### src/common/pldpd_defs.svh
// Constants for the programmable logic power-down and configuration block
`ifndef PLDPD_DEFS_SVH
`define PLDPD_DEFS_SVH
`define PLDPD_CLK_PERIOD_NS 40
`define PLDPD_POR_TIME_NS 1000
`define PLDPD_POR_CYCLES (`PLDPD_POR_TIME_NS / `PLDPD_CLK_PERIOD_NS)
`define PLDPD_NUM_IN 12
`define PLDPD_NUM_MC 10
`define PLDPD_SIG_BITS 64
`define PLDPD_SLEEP_IN_IDX 3
`define PLDPD_REG_RESET 1'b0
`define PLDPD_CFG_BITS 2
`define PLDPD_CFG_POL 0
`define PLDPD_CFG_REGD 1
`endif

### src/common/pldpd_pkg.sv
// Types for the programmable logic power-down and configuration block
package pldpd_pkg;
	typedef enum logic [1:0] {
		PLDPD_ST_POR  = 2'b00,
		PLDPD_ST_RUN  = 2'b01,
		PLDPD_ST_SLP  = 2'b10
	} pldpd_state_t;
	typedef enum logic [1:0] {
		PLDPD_MODE_COMB_HI = 2'b00,
		PLDPD_MODE_COMB_LO = 2'b01,
		PLDPD_MODE_REG_HI  = 2'b10,
		PLDPD_MODE_REG_LO  = 2'b11
	} pldpd_mode_t;
endpackage

### src/core/pldpd_core.sv
// Macrocell array with power-up reset, preload, signature, security and sleep
`include "pldpd_defs.svh"

// Notes on behaviour
// RULE_01: After power-up all macrocell registers clear low within 1000 ns.
// RULE_02: After reset each output shows the cleared register through its polarity; only registered-mode cells do this, combinational cells show mc_func.
// RULE_03: Board logic keeps the clock free of edges during power-up reset.
// RULE_04: Board logic meets setup before the first clock edge after reset.
// RULE_05: Test preload may force each register high or low.
// RULE_06: The 64-bit user signature is always readable, secured or not.
// RULE_07: Security set at once refuses configuration readback and preload.
// RULE_08: Programmers should set the security bit last.
// RULE_09: Undriven inputs and I/O pins hold their last driven level weakly.
// RULE_10: Sleep high with sleep enabled freezes all logic and outputs.
// RULE_11: An undetermined output stays the same throughout sleep.
// RULE_12: During sleep all inputs except the sleep pin are blocked.
// RULE_13: Pin hold latches stay active during sleep.
// RULE_14: Sleep only works with its enable bit; else pin is plain input.
// RULE_15: With sleep enabled the shared pin array input reads zero.
// RULE_16: Twelve dedicated inputs and ten bidirectional macrocells.
// RULE_17: Each macrocell picks polarity and registered or combinational mode.
// RULE_18: Sleep freezes clocking and outputs at once, resumes when released.
module pldpd_core
	import pldpd_pkg::*;
#(
	parameter int NUM_IN  = `PLDPD_NUM_IN,
	parameter int NUM_MC  = `PLDPD_NUM_MC,
	parameter int SIG_W   = `PLDPD_SIG_BITS
) (
	input  wire logic                  core_clk,
	input  wire logic                  arst_n,
	input  wire logic [NUM_IN-1:0]     in_pin_i,
	input  wire logic [NUM_IN-1:0]     in_pin_drv,
	input  wire logic [NUM_MC-1:0]     io_pin_i,
	input  wire logic [NUM_MC-1:0]     io_pin_drv,
	output logic      [NUM_MC-1:0]     io_pin_o,
	output logic      [NUM_MC-1:0]     io_pin_oe,
	input  wire logic [NUM_MC-1:0]     mc_func,
	input  wire logic [NUM_MC-1:0]     mc_oe_func,
	input  wire logic [2*NUM_MC-1:0]   mc_mode,
	input  wire logic                  sleep_enable,
	input  wire logic                  preload_req,
	input  wire logic [NUM_MC-1:0]     preload_val,
	input  wire logic                  secure_prog,
	input  wire logic                  sig_wr,
	input  wire logic [SIG_W-1:0]      sig_wdata,
	output logic      [SIG_W-1:0]      sig_rdata,
	input  wire logic                  verify_req,
	output logic      [2*NUM_MC-1:0]   verify_data,
	output logic                       verify_refused,
	output logic                       por_busy,
	output logic                       sleeping,
	output logic      [NUM_IN-1:0]     array_in,
	output logic      [NUM_MC-1:0]     mc_feedback,
	output logic      [NUM_MC-1:0]     mc_reg_q
);
	import pldpd_pkg::*;

	localparam int POR_CYC = (`PLDPD_POR_CYCLES < 1) ? 1 : `PLDPD_POR_CYCLES;
	localparam int CW = $clog2(POR_CYC + 1);

	// ----------------------------------------
	// Power-up reset sequencing
	// ----------------------------------------
	pldpd_state_t    state_r;
	logic [CW-1:0]   por_cnt_r;
	logic            secure_r;
	logic [NUM_IN-1:0] in_keep_r;
	logic [NUM_MC-1:0] io_keep_r;
	logic [NUM_MC-1:0] out_hold_r;
	logic [NUM_MC-1:0] oe_hold_r;
	logic [NUM_IN-1:0] in_eff;
	logic [NUM_MC-1:0] io_eff;
	logic [NUM_MC-1:0] out_live;
	logic [NUM_MC-1:0] oe_live;
	logic              sleep_raw;
	logic              frozen;
	logic [NUM_MC-1:0] io_own;
	logic [NUM_MC-1:0] cfg_low;
	logic [NUM_MC-1:0] cfg_reg;

	// Interval of exactly 1000 ns, 25 cycles of the 40 ns clock
	always_ff @(posedge core_clk or negedge arst_n) begin
		if (!arst_n) begin
			por_cnt_r <= '0;
		end else if (state_r == PLDPD_ST_POR) begin
			por_cnt_r <= por_cnt_r + CW'(1); // see RULE_01
		end
	end

	// ----------------------------------------
	// Pin keepers
	// ----------------------------------------
	// Keepers run even during sleep so pins never float
	always_ff @(posedge core_clk or negedge arst_n) begin
		if (!arst_n) begin
			in_keep_r <= '0;
			io_keep_r <= '0;
		end else begin
			in_keep_r <= in_eff; // see RULE_09 see RULE_13
			io_keep_r <= io_eff; // see RULE_09 see RULE_13
		end
	end

	assign in_eff = (in_pin_drv & in_pin_i) | (~in_pin_drv & in_keep_r); // see RULE_09
	// Own driven outputs count as driving the pin
	// Chosen bit by bit, so one enabled cell cannot steer the others
	assign io_own = (io_pin_oe & io_pin_o) | (~io_pin_oe & io_pin_i);
	assign io_eff = ((io_pin_drv | io_pin_oe) & io_own)
		| (~(io_pin_drv | io_pin_oe) & io_keep_r); // see RULE_09

	// ----------------------------------------
	// Sleep control
	// ----------------------------------------
	assign sleep_raw = sleep_enable & in_eff[`PLDPD_SLEEP_IN_IDX]; // see RULE_14
	assign frozen    = sleep_raw & (state_r != PLDPD_ST_POR); // see RULE_18
	assign sleeping  = frozen;
	assign por_busy  = (state_r == PLDPD_ST_POR);

	always_ff @(posedge core_clk or negedge arst_n) begin
		if (!arst_n) begin
			state_r <= PLDPD_ST_POR;
		end else begin
			unique case (state_r)
				PLDPD_ST_POR: begin
					if (por_cnt_r == CW'(POR_CYC - 1)) begin
						state_r <= PLDPD_ST_RUN;
					end
				end
				PLDPD_ST_RUN: begin
					if (frozen) begin
						state_r <= PLDPD_ST_SLP;
					end
				end
				PLDPD_ST_SLP: begin
					if (!frozen) begin
						state_r <= PLDPD_ST_RUN;
					end
				end
				default: begin
					state_r <= PLDPD_ST_POR;
				end
			endcase
		end
	end

	// ----------------------------------------
	// Array inputs, blocked while asleep
	// ----------------------------------------
	logic [NUM_IN-1:0] in_latched_r;

	always_ff @(posedge core_clk or negedge arst_n) begin
		if (!arst_n) begin
			in_latched_r <= '0;
		end else if (!frozen) begin
			in_latched_r <= in_eff;
		end
	end

	always_comb begin
		array_in = frozen ? in_latched_r : in_eff; // see RULE_12
		if (sleep_enable) begin
			array_in[`PLDPD_SLEEP_IN_IDX] = 1'b0; // see RULE_15
		end
	end

	// ----------------------------------------
	// Macrocells
	// ----------------------------------------
	function automatic logic mc_is_reg(input logic [1:0] m);
		return m[`PLDPD_CFG_REGD];
	endfunction

	function automatic logic mc_is_low(input logic [1:0] m);
		return m[`PLDPD_CFG_POL];
	endfunction

	// Security acts in its own cycle, for preload as for readback
	logic preload_ok;
	assign preload_ok = preload_req & ~secure_r & ~secure_prog; // see RULE_07

	genvar g;
	generate
		for (g = 0; g < NUM_MC; g++) begin : g_mc // see RULE_16
			logic [`PLDPD_CFG_BITS-1:0] m;
			logic                       src;
			logic                       q_r;
			assign m = mc_mode[`PLDPD_CFG_BITS*g +: `PLDPD_CFG_BITS];

			// Register kept per cell so each output bit has a single driver
			always_ff @(posedge core_clk or negedge arst_n) begin
				if (!arst_n) begin
					q_r <= `PLDPD_REG_RESET;
				end else if (state_r == PLDPD_ST_POR) begin
					q_r <= `PLDPD_REG_RESET; // see RULE_01
				end else if (frozen) begin
					q_r <= q_r; // see RULE_10 see RULE_18
				end else if (preload_ok) begin
					q_r <= preload_val[g]; // see RULE_05
				end else begin
					q_r <= mc_func[g];
				end
			end

			assign mc_reg_q[g]    = q_r;
			assign cfg_reg[g]     = mc_is_reg(m);
			assign cfg_low[g]     = mc_is_low(m);
			assign src = mc_is_reg(m) ? q_r : mc_func[g]; // see RULE_17
			assign out_live[g] = src ^ mc_is_low(m); // see RULE_02 see RULE_17
			assign oe_live[g]  = mc_oe_func[g] & (state_r != PLDPD_ST_POR);
			assign mc_feedback[g] = q_r; // see RULE_15
		end
	endgenerate

	// Output hold captures whatever level was present, known or not
	always_ff @(posedge core_clk or negedge arst_n) begin
		if (!arst_n) begin
			out_hold_r <= '0;
			oe_hold_r  <= '0;
		end else if (!frozen) begin
			out_hold_r <= out_live;
			oe_hold_r  <= oe_live;
		end
	end

	assign io_pin_o  = frozen ? out_hold_r : out_live; // see RULE_10 see RULE_11
	assign io_pin_oe = frozen ? oe_hold_r : oe_live; // see RULE_10

	// ----------------------------------------
	// Security and user signature
	// ----------------------------------------
	always_ff @(posedge core_clk or negedge arst_n) begin
		if (!arst_n) begin
			secure_r <= 1'b0;
		end else if (secure_prog) begin
			secure_r <= 1'b1; // see RULE_07
		end
	end

	logic [SIG_W-1:0] sig_r;
	always_ff @(posedge core_clk or negedge arst_n) begin
		if (!arst_n) begin
			sig_r <= '0;
		end else if (sig_wr && !secure_r) begin
			sig_r <= sig_wdata;
		end
	end
	assign sig_rdata = sig_r; // see RULE_06

	always_ff @(posedge core_clk or negedge arst_n) begin
		if (!arst_n) begin
			verify_data    <= '0;
			verify_refused <= 1'b0;
		end else begin
			verify_refused <= verify_req & (secure_r | secure_prog);
			if (verify_req && !(secure_r || secure_prog)) begin
				verify_data <= mc_mode; // see RULE_07
			end else begin
				verify_data <= '0;
			end
		end
	end
endmodule

### config.mk
export PLATFORM = sky130hd
export DESIGN_NAME = pldpd_core
export DESIGN_NICKNAME = d
export VERILOG_FILES = /design/src/common/pldpd_pkg.sv /design/src/core/pldpd_core.sv
export VERILOG_INCLUDE_DIRS = /design/src /design/src/common
export SDC_FILE = /design/constraint.sdc
export NUM_CORES = 1
export LEC_CHECK = 0
export BUFFER_PORTS_ARGS = -buffer_cell sky130_fd_sc_hd__buf_4
export CORE_MARGIN = 3
export CORE_UTILIZATION = 49
export DETAILED_ROUTE_END_ITERATION = 10
export PLACE_DENSITY = 0.81
export SYNTH_ARGS = -nofsm -noshare
export SYNTH_HDL_FRONTEND = slang
export SYNTH_SLANG_ARGS = --single-unit
### constraint.sdc
create_clock -name core_clk -period 2.6 [get_ports core_clk]
set_input_delay 0.13 -clock core_clk [delete_from_list [all_inputs] [get_ports core_clk]]
set_output_delay 0.13 -clock core_clk [all_outputs]
set_load 0.05 [all_outputs]
# ---- After elaboration in Yosys (flattened, before gate mapping)
# Index checks and enable logic that the tools add are counted.
# Widths: inputs -> output; s select.
dict set report totals {
  output_inout_bits 139
  register_bits 147
  wordCells 117
}
dict set report classes {
  bitwise_logic 32
  n_addsub 1
  n_mux 49
  n_reduce_logical 8
  eq_ne 7
}
# cell count
set ops {}
lappend ops {{$mux 1} 41}
lappend ops {{$and 12x12->12} 2}
lappend ops {{$mux 10} 2}
lappend ops {{$mux 20} 1}
lappend ops {{$and 1x1->1} 15}
lappend ops {{$mux 12} 1}
lappend ops {{$not 12->12} 1}
lappend ops {{$or 12x12->12} 1}
lappend ops {{$xor 1x1->1} 10}
lappend ops {{$mux 2} 3}
lappend ops {{$ne 2x2->1 const B} 3}
lappend ops {{$pmux 2 s3} 1}
lappend ops {{$add 5x1->5 const B} 1}
lappend ops {{$eq 5x5->1 const B} 1}
lappend ops {{$reduce_and 3->1} 1}
lappend ops {{$eq 2x1->1 const B} 1}
lappend ops {{$eq 2x2->1 const B} 1}
lappend ops {{$logic_and 1x1->1} 2}
lappend ops {{$logic_not 1->1} 2}
lappend ops {{$logic_not 2->1} 1}
lappend ops {{$ne 2x1->1 const B} 1}
lappend ops {{$not 1->1} 2}
lappend ops {{$reduce_bool 2->1} 1}
lappend ops {{$logic_or 1x1->1} 1}
lappend ops {{$or 1x1->1} 1}

# ---- Longest topological paths before layout
dict set report depth {
  ltp_word 7
  ltp_mapped 5
  depth_no_buf 4
}

# ---- Least setup slack after synthesis
# OpenSTA, ideal clock, no wires.
dict set report synth_timing {
  path_kind {reg-to-reg}
  startpoint {register state_r[0]}
  endpoint {register oe_hold_r[6]}
  slack_ps 934
  stages_incl_launch_ff 5
  required_ps 2444
  arrival_ps 1510
  period_less_slack_ps 1666
  path_buffers 1
  cell_sequence {dfrtp_1 -> nor2_2 -> buf_2 -> nor2b_1 -> mux2_4}
}
dict set report synth_between {
  elab_chain_cells 3
  elab_cells_between_ends 4
}
# element line
set synth_lines {}
lappend synth_lines {{start, declared} pldpd_core.sv:65} ;# pldpd_state_t state_r;
lappend synth_lines {{start signal, assigned} pldpd_core.sv:122} ;# state_r <= PLDPD_ST_POR;
lappend synth_lines {{start signal, assigned} pldpd_core.sv:127} ;# state_r <= PLDPD_ST_RUN;
lappend synth_lines {{start signal, assigned} pldpd_core.sv:132} ;# state_r <= PLDPD_ST_SLP;
lappend synth_lines {{$reduce_bool 2->1 (*)} {pldpd_core.sv:116, pldpd_core.sv:210}}
lappend synth_lines {{$and 1x1->1 (on tied branches)} {pldpd_core.sv:210, pldpd_core.sv:116}}
lappend synth_lines {{$mux 10 (*)} -}
lappend synth_lines {{via io_pin_oe[6]} pldpd_core.sv:37} ;# output logic [NUM_MC-1:0] io_pin_oe,
lappend synth_lines {{end signal, assigned} pldpd_core.sv:222} ;# oe_hold_r <= oe_live;
lappend synth_lines {{end, declared} pldpd_core.sv:71} ;# logic [NUM_MC-1:0] oe_hold_r;
# The timed path passes the listed nets; every way through them passes the cells marked *.
# A chain may end at the register's enable or synchronous reset.

# ---- Final worst setup path
dict set report layout_timing {
  startpoint {register state_r[0]}
  endpoint {output port array_in[11]}
}
dict set report layout_between {
  elab_chain_cells 3
}
# element line
set layout_lines {}
lappend layout_lines {{$reduce_bool 2->1} pldpd_core.sv:116} ;# assign frozen = sleep_raw & (state_r != PLDPD_ST_POR);
lappend layout_lines {{$and 1x1->1} pldpd_core.sv:116}
lappend layout_lines {{$mux 12} -}
lappend layout_lines {{end, declared} pldpd_core.sv:53} ;# output logic [NUM_IN-1:0] array_in,
# No other way between the ends.

==> flow_metrics.tcl <==
set metrics [dict create \
    status "finished, violations left" \
    violations "hold timing" \
    avgSynthCellArea_um2 15.5 \
    arrival_ns 2.25 \
    syn_to_final_growth_pct 65.5 \
    nFillCells 523 \
    p_int_mw 5.61 \
    fin_util_pct 85.1 \
    synth_nets 556 \
    grt_pass1_vias 5336 \
    drtIter0Drc 199 \
    totalWireLength_mm 20.2 \
    core_region_area_um2 11700 \
    die_h_um 117 \
    cp_data_required_time_ns 2.47 \
    r2r_end "g_mc[1].q_r$_DFFE_PN0P_" \
    switching_share_pct 37.7 \
    critPathTopFamily "flip-flops" \
    grt_max_degree 64 \
    port_buffers 283 \
    clk_pin_slew_ns 0.06 \
    hold_path_depth 3 \
    start_util_pct 51.4 \
    dpl_cell_area_um2 8170 \
    cts_inserted_buffers 17 \
    drt_drc_violations_left 0 \
    reg2reg_slack_ns 0.69 \
    yosysSeqAreaShare_pct 60.7 \
    cts.sinks 146 \
    netlist_instances 389 \
    grt_pass1_wl_mm 29.4 \
    setup_tns_ns 0 \
    ir_drop_mv 0.830 \
    reg2reg_depth 5 \
    pwr-share-clk_pct 29.0 \
    clock_path_buffers 2 \
    slew_headroom_pct 55.3 \
    synth_area_leaders "dfrtp_1 61%, mux2_2 15%, mux2_4 7.0%" \
    max_freq_mhz 420 \
    ctsHtreeMaxLevel 4 \
    min_period_ns 2.38 \
    vias 4836 \
    final-setup-viol-count 0 \
    yosys.area.top_type "dfrtp_1" \
    rsz0062_at_grt "no" \
    final-hold-violation-count 1 \
    ys.warnings.count 0 \
    worst_pin_slew_ns 0.670 \
    ioPinCount 304 \
    yosysTopAreaCellShare_pct 60.7 \
    via_per_inst 5.17 \
    combPwrFrac_pct 38.3 \
    antenna_found_initial 1 \
    start_kind "flip-flop" \
    die_w_um 117 \
    grt_util_all_layers_pct 29.2 \
    hold_slack_ns -0.000104 \
    leakage_nw 4.86 \
    routedWlPerCell_um 21.6 \
    powerDensity_nw_per_um2 903 \
    hold_path_end "g_mc[0].q_r$_DFFE_PN0P_" \
    finalNonFillerCells 935 \
    fin_area_um2 9960 \
    place.gp.congestion 0.776 \
    timing_worst_setup_path_type "reg2out" \
    clock_latency_ns 0.42 \
    slowest_delay_ns 0.50 \
    fin_crit_sh_pct 91.7 \
    holdBufCountCts 116 \
    grt-ovfl-total 0 \
    ys_ff_latch 146 \
    dr.pass1.iters 4 \
    cts_tree "done" \
    synth_cell_types 31 \
    syn_area_um2 6020 \
    min_path_type "in2reg" \
    min_from "preload_val[0]" \
    cts_setup_buffers 0 \
    cp_slowest_cell "dfrtp_1" \
    die-area_um2 13600 \
    cp-end-kind "output pin" \
    dp.cells 786 \
    postCtsResizedCells 0 \
    cp_max_fo 28 \
    p_switching_mw 3.39 \
    dp_hpwl_mm 11.5 \
    seqPwrFrac_pct 32.7 \
    cp_cell_sequence "o21ai_4, nor2_8, buf_12, mux2_2, buf_4" \
    path_buf_inv 2 \
    r2r-start "secure_r$_DFFE_PN0P_" \
    skew_ns 0.00817 \
    rows 39 \
    maxSlewViolCount 0 \
    ant_nets 0 \
    cts-root-buf "clkbuf_16" \
    drive_gt1_share_pct 54.7 \
    nets 945 \
    cap_violations 0 \
]
## power by group through the flow
stage | logic (mW) | clock network [mW] | registers, mW
finish | 3.44 | 2.61 | 2.95
global route | 3.58 | 2.73 | 2.98
CTS | 3.40 | 2.60 | 2.92
detailed placement | 3.24 | 0 | 2.95
global placement | 3.19 | 0 | 2.93
floorplan | 2.00 | 0 | 3.30
## layout make-up
type / count / area, um^2 / share of cell area (%)
Tap cell: 143 / 179 / 1.80
Clock inverter: 10 / 155 / 1.56
Multi-Input combinational cell: 204 / 2110 / 21.2
Inverter: 4 / 15.0 / 0.151
Clock buffer: 22 / 474 / 4.76
Antenna cell: 1 / 2.50 / 0.0251
Sequential cell: 146 / 3650 / 36.7
Timing Repair Buffer: 405 / 3370 / 33.8
## cell usage in the layout, fill, tap and decap left out, drive strengths merged, types with 2 or more instances in the layout
master       synthesis  routed
o21ai                3       3
and2                21      21
bufinv               0       4
o2bb2ai             10      10
nor2b               11      11
nand2                2       2
xnor2               14      14
ha                   2       2
inv                  4       4
dfrtp              146     146
dlygate4sd3          0     116
buf                 32     289
mux2i               21      21
clkinvlp             0       2
clkinv               0       4
nor2                 5       5
mux2               106     106
nand4                2       2
clkbuf               3      22
## kinds of logic after synthesis
logic type	share of synthesized area, %
flip-flops	60.7
multiplexers	25.3
AND/OR/NAND/NOR	4.51
buffers and inverters	4.43
AO/OA/AOI/OAI	2.62
XOR/XNOR	2.04
adder cells (fa/ha/maj)	0.416
## cell usage after synthesis
| master | n |
|---|---|
| nor3b_1 | 1 |
| o21ai_0 | 2 |
| o2bb2ai_1 | 10 |
| inv_1 | 4 |
| or2_2 | 1 |
| nor2_8 | 1 |
| buf_4 | 20 |
| buf_6 | 3 |
| dfrtp_1 | 146 |
| buf_8 | 1 |
| nand4_1 | 2 |
| clkbuf_2 | 1 |
| nor2_2 | 1 |
| a41oi_1 | 1 |
| nor2_1 | 3 |
| nand2_1 | 2 |
| mux2_4 | 28 |
| o21bai_1 | 1 |
| o22ai_2 | 1 |
| ha_1 | 2 |
| mux2i_4 | 1 |
| o21ai_4 | 1 |
| a211oi_1 | 1 |
| xnor2_1 | 14 |
| nor2b_1 | 11 |
| and2_1 | 21 |
| mux2i_1 | 20 |
| a22oi_1 | 1 |
| mux2_2 | 78 |
| clkbuf_1 | 2 |
| buf_2 | 8 |
## state kept, by name, indices dropped and copies added (netlist names), 2 cells and up
signal / flops
g_mc.q_r: 10
in_keep_r: 12
in_latched_r: 11
oe_hold_r: 10
out_hold_r: 10
por_cnt_r: 5
sig_rdata: 64
state_r: 2
verify_data: 20
## per-stage QoR
stage	setup WS (ns)	hold WS [ns]	total power [mW]
final	0.217	-0.000104	9.00
after global routing	0.127	0.00284	9.29
after CTS	0.209	0.000281	8.93
after detailed placement	0.680	0.0976	6.19
after global placement	0.715	0.0925	6.12
after floorplan	0.934	-0.166	5.30
## tightest hold or removal path, delay by kind of cell
kind | cells | cell delay (ns)
buffers and inverters | 1 | 0.08
AO/OA/AOI/OAI | 1 | 0.11
multiplexers | 1 | 0.05
## worst max path at each step
stage                           start                endpoint  slack, ns  cells past startpoint
4_1_cts        state_r[0]$_DFFE_PN0P_            array_in[11]       0.21                      5
3_5_place_dp   state_r[0]$_DFFE_PN0P_            array_in[11]       0.68                      5
2_1_floorplan  state_r[0]$_DFFE_PN0P_  oe_hold_r[6]$_DFF_PN0_       0.93                      4
6_report       state_r[0]$_DFFE_PN0P_            array_in[11]       0.22                      5
3_3_place_gp   state_r[0]$_DFFE_PN0P_            array_in[11]       0.71                      5
5_1_grt        state_r[1]$_DFFE_PN0P_            array_in[11]       0.13                      5
## metal layers
metal	vias up	GRT usage (%)	routed length, um
li1	2107	-	-
met1	2398	30.5	7280
met2	264	53.5	10600
met3	67	8.23	1490
met4	0	14.8	878
met5	-	0	0
No activity file was read; power rests on OpenSTA's default activity.
